<file path="src/rtl/fpec_consts.vh">
`ifndef FPEC_CONSTS_VH
`define FPEC_CONSTS_VH

// ==========================================================================
// Device map
`define FPEC_FLASH_CONTROL_ADDR   16'hFE08
`define FPEC_PROTECT_START_ADDR   16'hFF7E
`define FPEC_ARRAY_BASE           16'hE000
`define FPEC_PROTECT_OPEN         8'hFF
`define FPEC_ERASED_BYTE          8'hFF
`define FPEC_VEC_RSVD_LO          16'hFFD4
`define FPEC_VEC_RSVD_HI          16'hFFDF

// ==========================================================================
// Device control bits
`define FPEC_BIT_PGM              0
`define FPEC_BIT_ERASE            1
`define FPEC_BIT_MASS             2
`define FPEC_BIT_HIGH_VOLTAGE_ENABLE             3

// ==========================================================================
// Controller register offsets (Wishbone byte addresses)
`define FPEC_REG_CMD              4'h0
`define FPEC_REG_ADDR             4'h4
`define FPEC_REG_DATA             4'h8
`define FPEC_REG_STAT             4'hC

// ==========================================================================
// Commands
`define FPEC_CMD_PAGE_ERASE       2'h1
`define FPEC_CMD_MASS_ERASE       2'h2
`define FPEC_CMD_PROGRAM          2'h3

// ==========================================================================
// Status bits
`define FPEC_ST_BUSY              0
`define FPEC_ST_DONE              1
`define FPEC_ST_REFUSED           2
`define FPEC_ST_NEED              3

// ==========================================================================
// Timing in ns and cycles at 25 ns
`define FPEC_CLK_NS               25
`define FPEC_T_NVS_NS             10000
`define FPEC_T_ERASE_NS           1000000
`define FPEC_T_MERASE_NS          4000000
`define FPEC_T_NVH_NS             5000
`define FPEC_T_NVHL_NS            100000
`define FPEC_T_PGS_NS             5000
`define FPEC_BYTE_PROGRAM_TIME_NS            30000
`define FPEC_T_RCV_NS             1000
`define FPEC_CYC(ns)              (((ns) + `FPEC_CLK_NS - 1) / `FPEC_CLK_NS)

`endif

</file>
<file path="src/rtl/fpec_host.v">
// The Wishbone register port was decided locally.
`timescale 1ns/1ps
`include "fpec_consts.vh"

module fpec_host
#(
    parameter T_ERASE_CYC  = `FPEC_CYC(`FPEC_T_ERASE_NS),
    parameter T_MERASE_CYC = `FPEC_CYC(`FPEC_T_MERASE_NS),
    parameter T_NVHL_CYC   = `FPEC_CYC(`FPEC_T_NVHL_NS)
)
(
    input  wire        clk_i,
    input  wire        rst_i,
    input  wire        wb_cyc_i,
    input  wire        wb_stb_i,
    input  wire        wb_we_i,
    input  wire [3:0]  wb_adr_i,
    input  wire [3:0]  wb_sel_i,
    input  wire [31:0] wb_dat_i,
    output reg  [31:0] wb_dat_o,
    output reg         wb_ack_o,
    output reg  [15:0] dev_addr_o,
    output reg  [7:0]  dev_wdata_o,
    output reg         dev_we_o,
    output reg         dev_re_o,
    input  wire [7:0]  dev_rdata_i
);

    // ======================================================================
    // Timing counts
    localparam [31:0] C_NVS  = `FPEC_CYC(`FPEC_T_NVS_NS);
    localparam [31:0] C_NVH  = `FPEC_CYC(`FPEC_T_NVH_NS);
    localparam [31:0] C_PGS  = `FPEC_CYC(`FPEC_T_PGS_NS);
    localparam [31:0] C_PROG = `FPEC_CYC(`FPEC_BYTE_PROGRAM_TIME_NS);
    localparam [31:0] C_RCV  = `FPEC_CYC(`FPEC_T_RCV_NS);
    localparam [31:0] C_ER   = T_ERASE_CYC;
    localparam [31:0] C_MER  = T_MERASE_CYC;
    localparam [31:0] C_NVHL = T_NVHL_CYC;

    // ======================================================================
    // States
    localparam [4:0] S_IDLE   = 5'h00;
    localparam [4:0] S_SEL    = 5'h01;
    localparam [4:0] S_RDBP   = 5'h02;
    localparam [4:0] S_CHKBP  = 5'h03;
    localparam [4:0] S_RDCUR  = 5'h04;
    localparam [4:0] S_CHKCUR = 5'h05;
    localparam [4:0] S_LATCH  = 5'h06;
    localparam [4:0] S_NVS    = 5'h07;
    localparam [4:0] S_HVON   = 5'h08;
    localparam [4:0] S_HOLD   = 5'h09;
    localparam [4:0] S_BYTE   = 5'h0A;
    localparam [4:0] S_PROG   = 5'h0B;
    localparam [4:0] S_NEXT   = 5'h0C;
    localparam [4:0] S_DESEL  = 5'h0D;
    localparam [4:0] S_NVH    = 5'h0E;
    localparam [4:0] S_HVOFF  = 5'h0F;
    localparam [4:0] S_RCV    = 5'h10;
    localparam [4:0] S_ABORT  = 5'h11;

    // ======================================================================
    // Helpers
    function [15:0] fpec_protect_start;
        input [7:0] bits;
        begin
            fpec_protect_start = {2'b11, bits, 6'h00};
        end
    endfunction

    function fpec_is_array;
        input [15:0] a;
        begin
            fpec_is_array = (a >= `FPEC_ARRAY_BASE)
                && !(a >= `FPEC_VEC_RSVD_LO && a <= `FPEC_VEC_RSVD_HI)
                && (a != `FPEC_FLASH_CONTROL_ADDR)
                && (a != `FPEC_PROTECT_START_ADDR);
        end
    endfunction

    // ======================================================================
    // Registers
    reg [1:0]  cmd;
    reg [15:0] tgt_addr;
    reg [7:0]  row_data [0:31];
    reg [31:0] row_mask;
    reg        busy;
    reg        done;
    reg        refused;
    reg        need_blank;
    reg [4:0]  state;
    reg [31:0] wait_cnt;
    reg [4:0]  byte_idx;
    reg [7:0]  ctl_shadow;
    reg [7:0]  protect_bits;
    reg        start;

    wire       wb_req   = wb_cyc_i & wb_stb_i & ~wb_ack_o;
    wire       wb_wr    = wb_req & wb_we_i & wb_sel_i[0];
    wire [15:0] row_base = {tgt_addr[15:5], 5'h00};
    wire [15:0] byte_addr = {tgt_addr[15:5], byte_idx};
    wire       wait_done = (wait_cnt == 32'h00000000);

    // ======================================================================
    // Wishbone slave, one registered ack per request, one cycle after it
    always @(posedge clk_i)
    begin
        if (rst_i)
        begin
            wb_ack_o <= 1'b0;
            wb_dat_o <= 32'h00000000;
        end
        else
        begin
            wb_ack_o <= wb_req;
            case (wb_adr_i)
                `FPEC_REG_CMD:  wb_dat_o <= {30'h00000000, cmd};
                `FPEC_REG_ADDR: wb_dat_o <= {16'h0000, tgt_addr};
                `FPEC_REG_DATA: wb_dat_o <= row_mask;
                `FPEC_REG_STAT: wb_dat_o <= {16'h0000, protect_bits, 4'h0,
                                    need_blank, refused, done, busy};
                default:        wb_dat_o <= 32'h00000000;
            endcase
        end
    end

    // Row buffer: data register write stores byte at tgt_addr[4:0]
    always @(posedge clk_i)
    begin
        if (wb_wr && !busy && wb_adr_i == `FPEC_REG_DATA)
            row_data[tgt_addr[4:0]] <= wb_dat_i[7:0];
    end

    // ======================================================================
    // Sequencer, runs without array code or interrupts
    always @(posedge clk_i)
    begin
        if (rst_i)
        begin
            cmd          <= 2'h0;
            tgt_addr     <= 16'h0000;
            row_mask     <= 32'h00000000;
            busy         <= 1'b0;
            done         <= 1'b0;
            refused      <= 1'b0;
            need_blank   <= 1'b0;
            state        <= S_IDLE;
            wait_cnt     <= 32'h00000000;
            byte_idx     <= 5'h00;
            ctl_shadow   <= 8'h00;
            protect_bits <= `FPEC_PROTECT_OPEN;
            start        <= 1'b0;
            dev_addr_o   <= 16'h0000;
            dev_wdata_o  <= 8'h00;
            dev_we_o     <= 1'b0;
            dev_re_o     <= 1'b0;
        end
        else
        begin
            dev_we_o <= 1'b0;
            dev_re_o <= 1'b0;
            start    <= 1'b0;
            if (!wait_done)
                wait_cnt <= wait_cnt - 32'h00000001;
            if (wb_wr && !busy)
            begin
                case (wb_adr_i)
                    `FPEC_REG_CMD:
                    begin
                        cmd   <= wb_dat_i[1:0];
                        start <= (wb_dat_i[1:0] != 2'h0);
                    end
                    `FPEC_REG_ADDR:
                        tgt_addr <= wb_dat_i[15:0];
                    `FPEC_REG_DATA:
                        row_mask[tgt_addr[4:0]] <= 1'b1;
                    `FPEC_REG_STAT:
                    begin
                        done       <= done & ~wb_dat_i[`FPEC_ST_DONE];
                        refused    <= refused & ~wb_dat_i[`FPEC_ST_REFUSED];
                        need_blank <= need_blank & ~wb_dat_i[`FPEC_ST_NEED];
                    end
                    default:
                        cmd <= cmd;
                endcase
            end
            case (state)
                S_IDLE:
                    if (start)
                    begin
                        busy       <= 1'b1;
                        byte_idx   <= 5'h00;
                        ctl_shadow <= 8'h00;
                        if (cmd == `FPEC_CMD_PROGRAM)
                            ctl_shadow[`FPEC_BIT_PGM] <= 1'b1;
                        else
                        begin
                            ctl_shadow[`FPEC_BIT_ERASE] <= 1'b1;
                            ctl_shadow[`FPEC_BIT_MASS] <=
                                (cmd == `FPEC_CMD_MASS_ERASE);
                        end
                        state <= S_SEL;
                    end
                S_SEL:
                begin
                    dev_addr_o  <= `FPEC_FLASH_CONTROL_ADDR;
                    dev_wdata_o <= ctl_shadow;
                    dev_we_o    <= 1'b1;
                    state       <= S_RDBP;
                end
                S_RDBP:
                begin
                    dev_addr_o <= `FPEC_PROTECT_START_ADDR;
                    dev_re_o   <= 1'b1;
                    state      <= S_CHKBP;
                end
                S_CHKBP:
                    if (!dev_re_o)
                    begin
                        protect_bits <= dev_rdata_i;
                        if (cmd == `FPEC_CMD_MASS_ERASE && dev_rdata_i != `FPEC_PROTECT_OPEN)
                            state <= S_ABORT;
                        else if (cmd != `FPEC_CMD_MASS_ERASE
                                 && tgt_addr >= fpec_protect_start(dev_rdata_i)
                                 && dev_rdata_i != `FPEC_PROTECT_OPEN)
                            state <= S_ABORT;
                        else if (!fpec_is_array(tgt_addr))
                            state <= S_ABORT;
                        else if (cmd == `FPEC_CMD_PROGRAM)
                            state <= S_RDCUR;
                        else
                            state <= S_LATCH;
                    end
                S_RDCUR:
                begin
                    if (!row_mask[byte_idx])
                    begin
                        byte_idx <= byte_idx + 5'h01;
                        if (byte_idx == 5'h1F)
                            state <= S_LATCH;
                    end
                    else
                    begin
                        dev_addr_o <= byte_addr;
                        dev_re_o   <= 1'b1;
                        state      <= S_CHKCUR;
                    end
                end
                S_CHKCUR:
                    if (!dev_re_o)
                    begin
                        if (dev_rdata_i != `FPEC_ERASED_BYTE)
                        begin
                            need_blank <= 1'b1;
                            state      <= S_ABORT;
                        end
                        else
                        begin
                            byte_idx <= byte_idx + 5'h01;
                            state    <= (byte_idx == 5'h1F) ? S_LATCH : S_RDCUR;
                        end
                    end
                S_LATCH:
                begin
                    // First array write latches page or row
                    dev_addr_o  <= (cmd == `FPEC_CMD_PROGRAM) ? row_base
                                 : (cmd == `FPEC_CMD_MASS_ERASE) ? `FPEC_PROTECT_START_ADDR
                                 : {tgt_addr[15:6], 6'h00};
                    dev_wdata_o <= 8'h00;
                    dev_we_o    <= 1'b1;
                    byte_idx    <= 5'h00;
                    wait_cnt    <= C_NVS;
                    state       <= S_NVS;
                end
                S_NVS:
                    if (wait_done)
                    begin
                        ctl_shadow[`FPEC_BIT_HIGH_VOLTAGE_ENABLE] <= 1'b1;
                        state <= S_HVON;
                    end
                S_HVON:
                begin
                    dev_addr_o  <= `FPEC_FLASH_CONTROL_ADDR;
                    dev_wdata_o <= ctl_shadow;
                    dev_we_o    <= 1'b1;
                    wait_cnt    <= (cmd == `FPEC_CMD_PROGRAM) ? C_PGS
                                 : (cmd == `FPEC_CMD_MASS_ERASE) ? C_MER : C_ER;
                    state       <= S_HOLD;
                end
                S_HOLD:
                    if (wait_done)
                        state <= (cmd == `FPEC_CMD_PROGRAM) ? S_BYTE : S_DESEL;
                S_BYTE:
                begin
                    if (row_mask[byte_idx])
                    begin
                        dev_addr_o  <= byte_addr;
                        dev_wdata_o <= row_data[byte_idx];
                        dev_we_o    <= 1'b1;
                        wait_cnt    <= C_PROG;
                        state       <= S_PROG;
                    end
                    else
                        state <= S_NEXT;
                end
                S_PROG:
                    if (wait_done)
                        state <= S_NEXT;
                S_NEXT:
                begin
                    byte_idx <= byte_idx + 5'h01;
                    state    <= (byte_idx == 5'h1F) ? S_DESEL : S_BYTE;
                end
                S_DESEL:
                begin
                    ctl_shadow  <= 8'h00 | (8'h01 << `FPEC_BIT_HIGH_VOLTAGE_ENABLE);
                    dev_addr_o  <= `FPEC_FLASH_CONTROL_ADDR;
                    dev_wdata_o <= 8'h00 | (8'h01 << `FPEC_BIT_HIGH_VOLTAGE_ENABLE);
                    dev_we_o    <= 1'b1;
                    wait_cnt    <= (cmd == `FPEC_CMD_MASS_ERASE) ? C_NVHL : C_NVH;
                    state       <= S_NVH;
                end
                S_NVH:
                    if (wait_done)
                        state <= S_HVOFF;
                S_HVOFF:
                begin
                    ctl_shadow  <= 8'h00;
                    dev_addr_o  <= `FPEC_FLASH_CONTROL_ADDR;
                    dev_wdata_o <= 8'h00;
                    dev_we_o    <= 1'b1;
                    wait_cnt    <= C_RCV;
                    state       <= S_RCV;
                end
                S_RCV:
                    if (wait_done)
                    begin
                        busy     <= 1'b0;
                        done     <= 1'b1;
                        row_mask <= 32'h00000000;
                        state    <= S_IDLE;
                    end
                S_ABORT:
                begin
                    refused     <= 1'b1;
                    ctl_shadow  <= 8'h00;
                    dev_addr_o  <= `FPEC_FLASH_CONTROL_ADDR;
                    dev_wdata_o <= 8'h00;
                    dev_we_o    <= 1'b1;
                    busy        <= 1'b0;
                    row_mask    <= 32'h00000000;
                    state       <= S_IDLE;
                end
                default:
                    state <= S_IDLE;
            endcase
        end
    end

endmodule

</file>
<file path="config.mk">
export PLATFORM = sky130hd
export DESIGN_NAME = fpec_host
export DESIGN_NICKNAME = d
export VERILOG_FILES = /design/src/rtl/fpec_host.v
export VERILOG_INCLUDE_DIRS = /design/src /design/src/rtl
export SDC_FILE = /design/constraint.sdc
export NUM_CORES = 1
export LEC_CHECK = 0
export BUFFER_PORTS_ARGS = -buffer_cell sky130_fd_sc_hd__buf_4
export CORE_MARGIN = 2
export CORE_UTILIZATION = 57
export CTS_BUF_LIST = sky130_fd_sc_hd__clkbuf_4
export CTS_CLUSTER_SIZE = 28
export DETAILED_ROUTE_END_ITERATION = 10
export PLACE_DENSITY = 0.79
export SLEW_MARGIN = 20
export SYNTH_ARGS = -nofsm -noshare
export SYNTH_HDL_FRONTEND = slang
export SYNTH_SLANG_ARGS = --single-unit
</file>
<file path="constraint.sdc">
create_clock -name clk_i -period 2.7 [get_ports clk_i]
set_input_delay 0.135 -clock clk_i [delete_from_list [all_inputs] [get_ports clk_i]]
set_output_delay 0.135 -clock clk_i [all_outputs]
set_load 0.01 [all_outputs]
</file>
==> reports/metrics.cfg <==
[route]
drt-initial-drc-count = 1363
drc_errors = 0
dr_total_vias = 12600
viasPerCell = 6.07
wl_per_cell_um = 22.5
drtPass1Iterations = 5
drt_wl_total_um = 46800
antenna_left = 0

[cts]
htreeDepth = 3
cts_tree = built
clk_pin_slew_ns = 0.07
cts-root-buf = clkbuf_4
clock_latency_ns = 0.80
numCtsBuffers = 103
clkSinkCount = 429
cts_buffer_depth = 3

[global_route]
grt_overflow = 0
first_global_vias = 12500
track_usage_pct = 29.0
grt_pass1_wl_um = 71400
grt_max_degree = 64
antenna_found_initial = 2

[pwr]
p_leak_nw = 7.57
ir_worst_vdd_mv = 0.656
powerDensity_mw_per_mm2 = 725

[logic_synthesis]
ys_types = 75
synth_top_family_by_area = multiplexers
ys_seq_area_share_pct = 63.3
netlist.area_leader.share_pct = 43.7
ys_async_sr_fraction_pct = 0
synth_area_leaders = edfxtp_1 44%, dfxtp_1 20%, mux4_2 10%, nor2_1 2.8%, nand2_1 2.4%
yosys_warnings = 0
yosys.area_share.simple_pct = 10.9
synth_edf_count = 256
netlist_area_sq_mm = 0.0176
yosysTopAreaCell = edfxtp_1
syn_inst = 1322
synth_compound_area_share_pct = 9.12
synth_area_per_cell_sq_um = 13.3
synthXorXnorAreaFrac_pct = 1.44
synthAdderAreaFrac_pct = 0.782
synth_nets = 1386
synth_flop_cell = edfxtp_1
ys_ff_latch = 429
muxShareOfSynthArea_pct = 12.1

[timing]
hold_viol = 0
setup_viol = 0
rsz0062_at_grt = yes
fin_skew_ns = 0.0660
tightest_slew_ns = 0.734
fmax_mhz = 378
maxSlewHeadroom_pct = 50.5
slew_violations = 0
layout_min_cycle_time_ns = 2.65
finalCritPeriodShare_pct = 98.1

[setup_path]
worst-path-stages = 9
cpLargestDelayFamily = compound AO/OA/AOI/OAI gates
r2r-start = tgt_addr[6]
rr_endpoint = state[0]
slowest_stage = dfxtp_1
critPathKind = reg -> reg
arrival_ns = 3.33
worstPathRequired_ns = 3.38
ff2ff_path_depth = 9
max_stage_delay_ns = 0.51
crit_path_end = state[0]
startpoint = tgt_addr[6]
reg2reg_slack_ns = 0.05
path_buf_inv = 1
cp_max_fo = 6
cp_cell_sequence = inv_1 > ha_1 > a311oi_1 > o21ai_1 > a41oi_2 > o21a_1 > o221a_2 > or4_1 > o211ai_1
startpoint_type = flop
crit_path_end_kind = flop

[placement]
hpwlAfterDp_um = 30700
placed_area_sq_mm = 0.0193
io_buffers = 92
gp_congestion = 0.962

[die]
die_area_sq_mm = 0.0323
start_util_pct = 57.7
placementRows = 64
ios = 112
die_h_um = 180
core_sq_mm = 0.0305
dieWidth_um = 180

[hold_path]
hold_path.class = in -> reg

[status]
status = finished, final reports clean

[cells_and_area]
design_area_sq_mm = 0.0214
fill_cells = 1998
area_growth_pct = 21.3
layout-drive-gt1-share_pct = 30.1
nNetsFinal = 1664
fin_util_pct = 70.0

[job]
maxCapViolations = 0

-- per-stage QoR --
stage / setup TNS [ns] / power, mW / hold slack (ns) / worst slack (ns) / std cells
global route: -0.00964 / 16.2 / 0.129 / -0.00964 / 2084
finish: 0 / 15.5 / 0.146 / 0.0524 / 2084
global placement: 0 / 9.82 / 0.376 / 0.0665 / 1837
floorplan: 0 / 9.02 / 0.234 / 0.00944 / 1322
detailed placement: 0 / 9.88 / 0.375 / 0.0154 / 1837
CTS: 0 / 15.5 / 0.0872 / 0.00287 / 2072
-- logic make-up after synthesis --
family | count (synthesis)
buf+inv | 101
compound gates | 240
xor+xnor | 28
flops | 429
mux | 112
simple gates | 401
fa+ha+maj | 11
-- final cells by class --
type / count / area (sq um) / share of cell area (%)
antenna: 2 / 5.00 / 0.0234
clock buffer: 171 / 1280 / 6.01
clock inverter: 20 / 150 / 0.703
inverter: 27 / 101 / 0.475
multi-input combinational: 792 / 6120 / 28.7
sequential: 429 / 11200 / 52.3
tap: 396 / 495 / 2.32
timing repair buffer: 247 / 2040 / 9.55
-- cell usage after synthesis, types with 6 or more instances --
master / number
a211oi_1: 18
a21oi_1: 71
a22oi_1: 25
a311oi_1: 6
a31oi_1: 6
and3_1: 20
buf_1: 12
clkbuf_1: 56
dfxtp_1: 173
edfxtp_1: 256
ha_1: 11
inv_1: 27
mux2_2: 6
mux2i_1: 26
mux4_2: 80
nand2_1: 112
nand3_1: 37
nand4_1: 8
nor2_1: 131
nor2b_1: 9
nor3_1: 19
nor4_1: 10
o21a_1: 35
o21ai_0: 31
or2_2: 7
or3_1: 12
xnor2_1: 17
xor2_1: 10
-- power breakdown --
| group | internal (mW) | total [mW] | switching (mW) |
|---|---|---|---|
| sequential | 7.19 | 7.43 | 0.239 |
| combinational | 1.11 | 2.48 | 1.38 |
| clock | 3.05 | 5.57 | 2.52 |
-- worst register-to-register path, cell delays in order, from the launching register on --
cell	delay, ns
dfxtp_1	0.51
inv_1	0.09
ha_1	0.29
a311oi_1	0.09
o21ai_1	0.26
a41oi_2	0.31
o21a_1	0.28
o221a_2	0.22
or4_1	0.39
o211ai_1	0.11
-- timing repair --
action,4_1_cts,5_1_grt
endpoints found under the setup margin,0,24
hold buffers,44,0
endpoints found under the hold margin,319,0
gates resized for setup,0,14
buffers inserted,0,10
-- registers in the layout, summed over array words and instances, names as in the netlist, 4 cells and up, named ones only --
register	count
row_mask	32
wait_cnt	32
tgt_addr	16
dev_addr_o	16
byte_idx	5
row_data	256
protect_bits	8
dev_wdata_o	8
wb_dat_o	32
state	5
ctl_shadow	4
-- routing by layer --
metal  part of all wire, %  vias up  GRT usage (%)
met5                     0        -              0
met4                   3.5        0           12.7
met3                   8.1      128           5.90
met2                    50      656           47.8
met1                    39     6206           37.5
li1                      -     5653              -
-- worst min path at each step --
stage | slack (ns) | to | startpoint | cells past startpoint
floorplan | 0.23 | row_data[0][0] | wb_dat_i[0] | 0
global placement | 0.38 | protect_bits[4] | dev_rdata_i[4] | 3
detailed placement | 0.38 | protect_bits[7] | dev_rdata_i[7] | 3
CTS | 0.09 | protect_bits[2] | dev_rdata_i[2] | 4
global route | 0.13 | protect_bits[1] | dev_rdata_i[1] | 4
finish | 0.15 | protect_bits[2] | dev_rdata_i[2] | 4
-- placed cells by master (no fill, tap or decap), types with 6 or more instances in the layout --
cell type	synthesis	routed
clkinv_1	0	14
or2_2	7	7
o21ai_0	31	30
o21a_1	35	35
buf_4	0	197
a22oi_1	25	25
clkbuf_4	0	171
inv_1	27	27
ha_1	11	10
a21oi_1	71	70
xor2_1	10	10
and3_1	20	20
mux2i_1	26	24
a311oi_1	6	6
buf_12	0	6
mux2_2	6	6
nor3_1	19	16
a211oi_1	18	18
nor2_1	131	130
edfxtp_1	256	256
nor2b_1	9	9
dfxtp_1	173	171
nand2_1	112	112
nand3_1	37	37
nand4_1	8	8
a31oi_1	6	6
or3_1	12	12
dlygate4sd3_1	0	44
mux4_2	80	80
nor4_1	10	9
xnor2_1	17	17
Power figures use the tool's default switching activity.
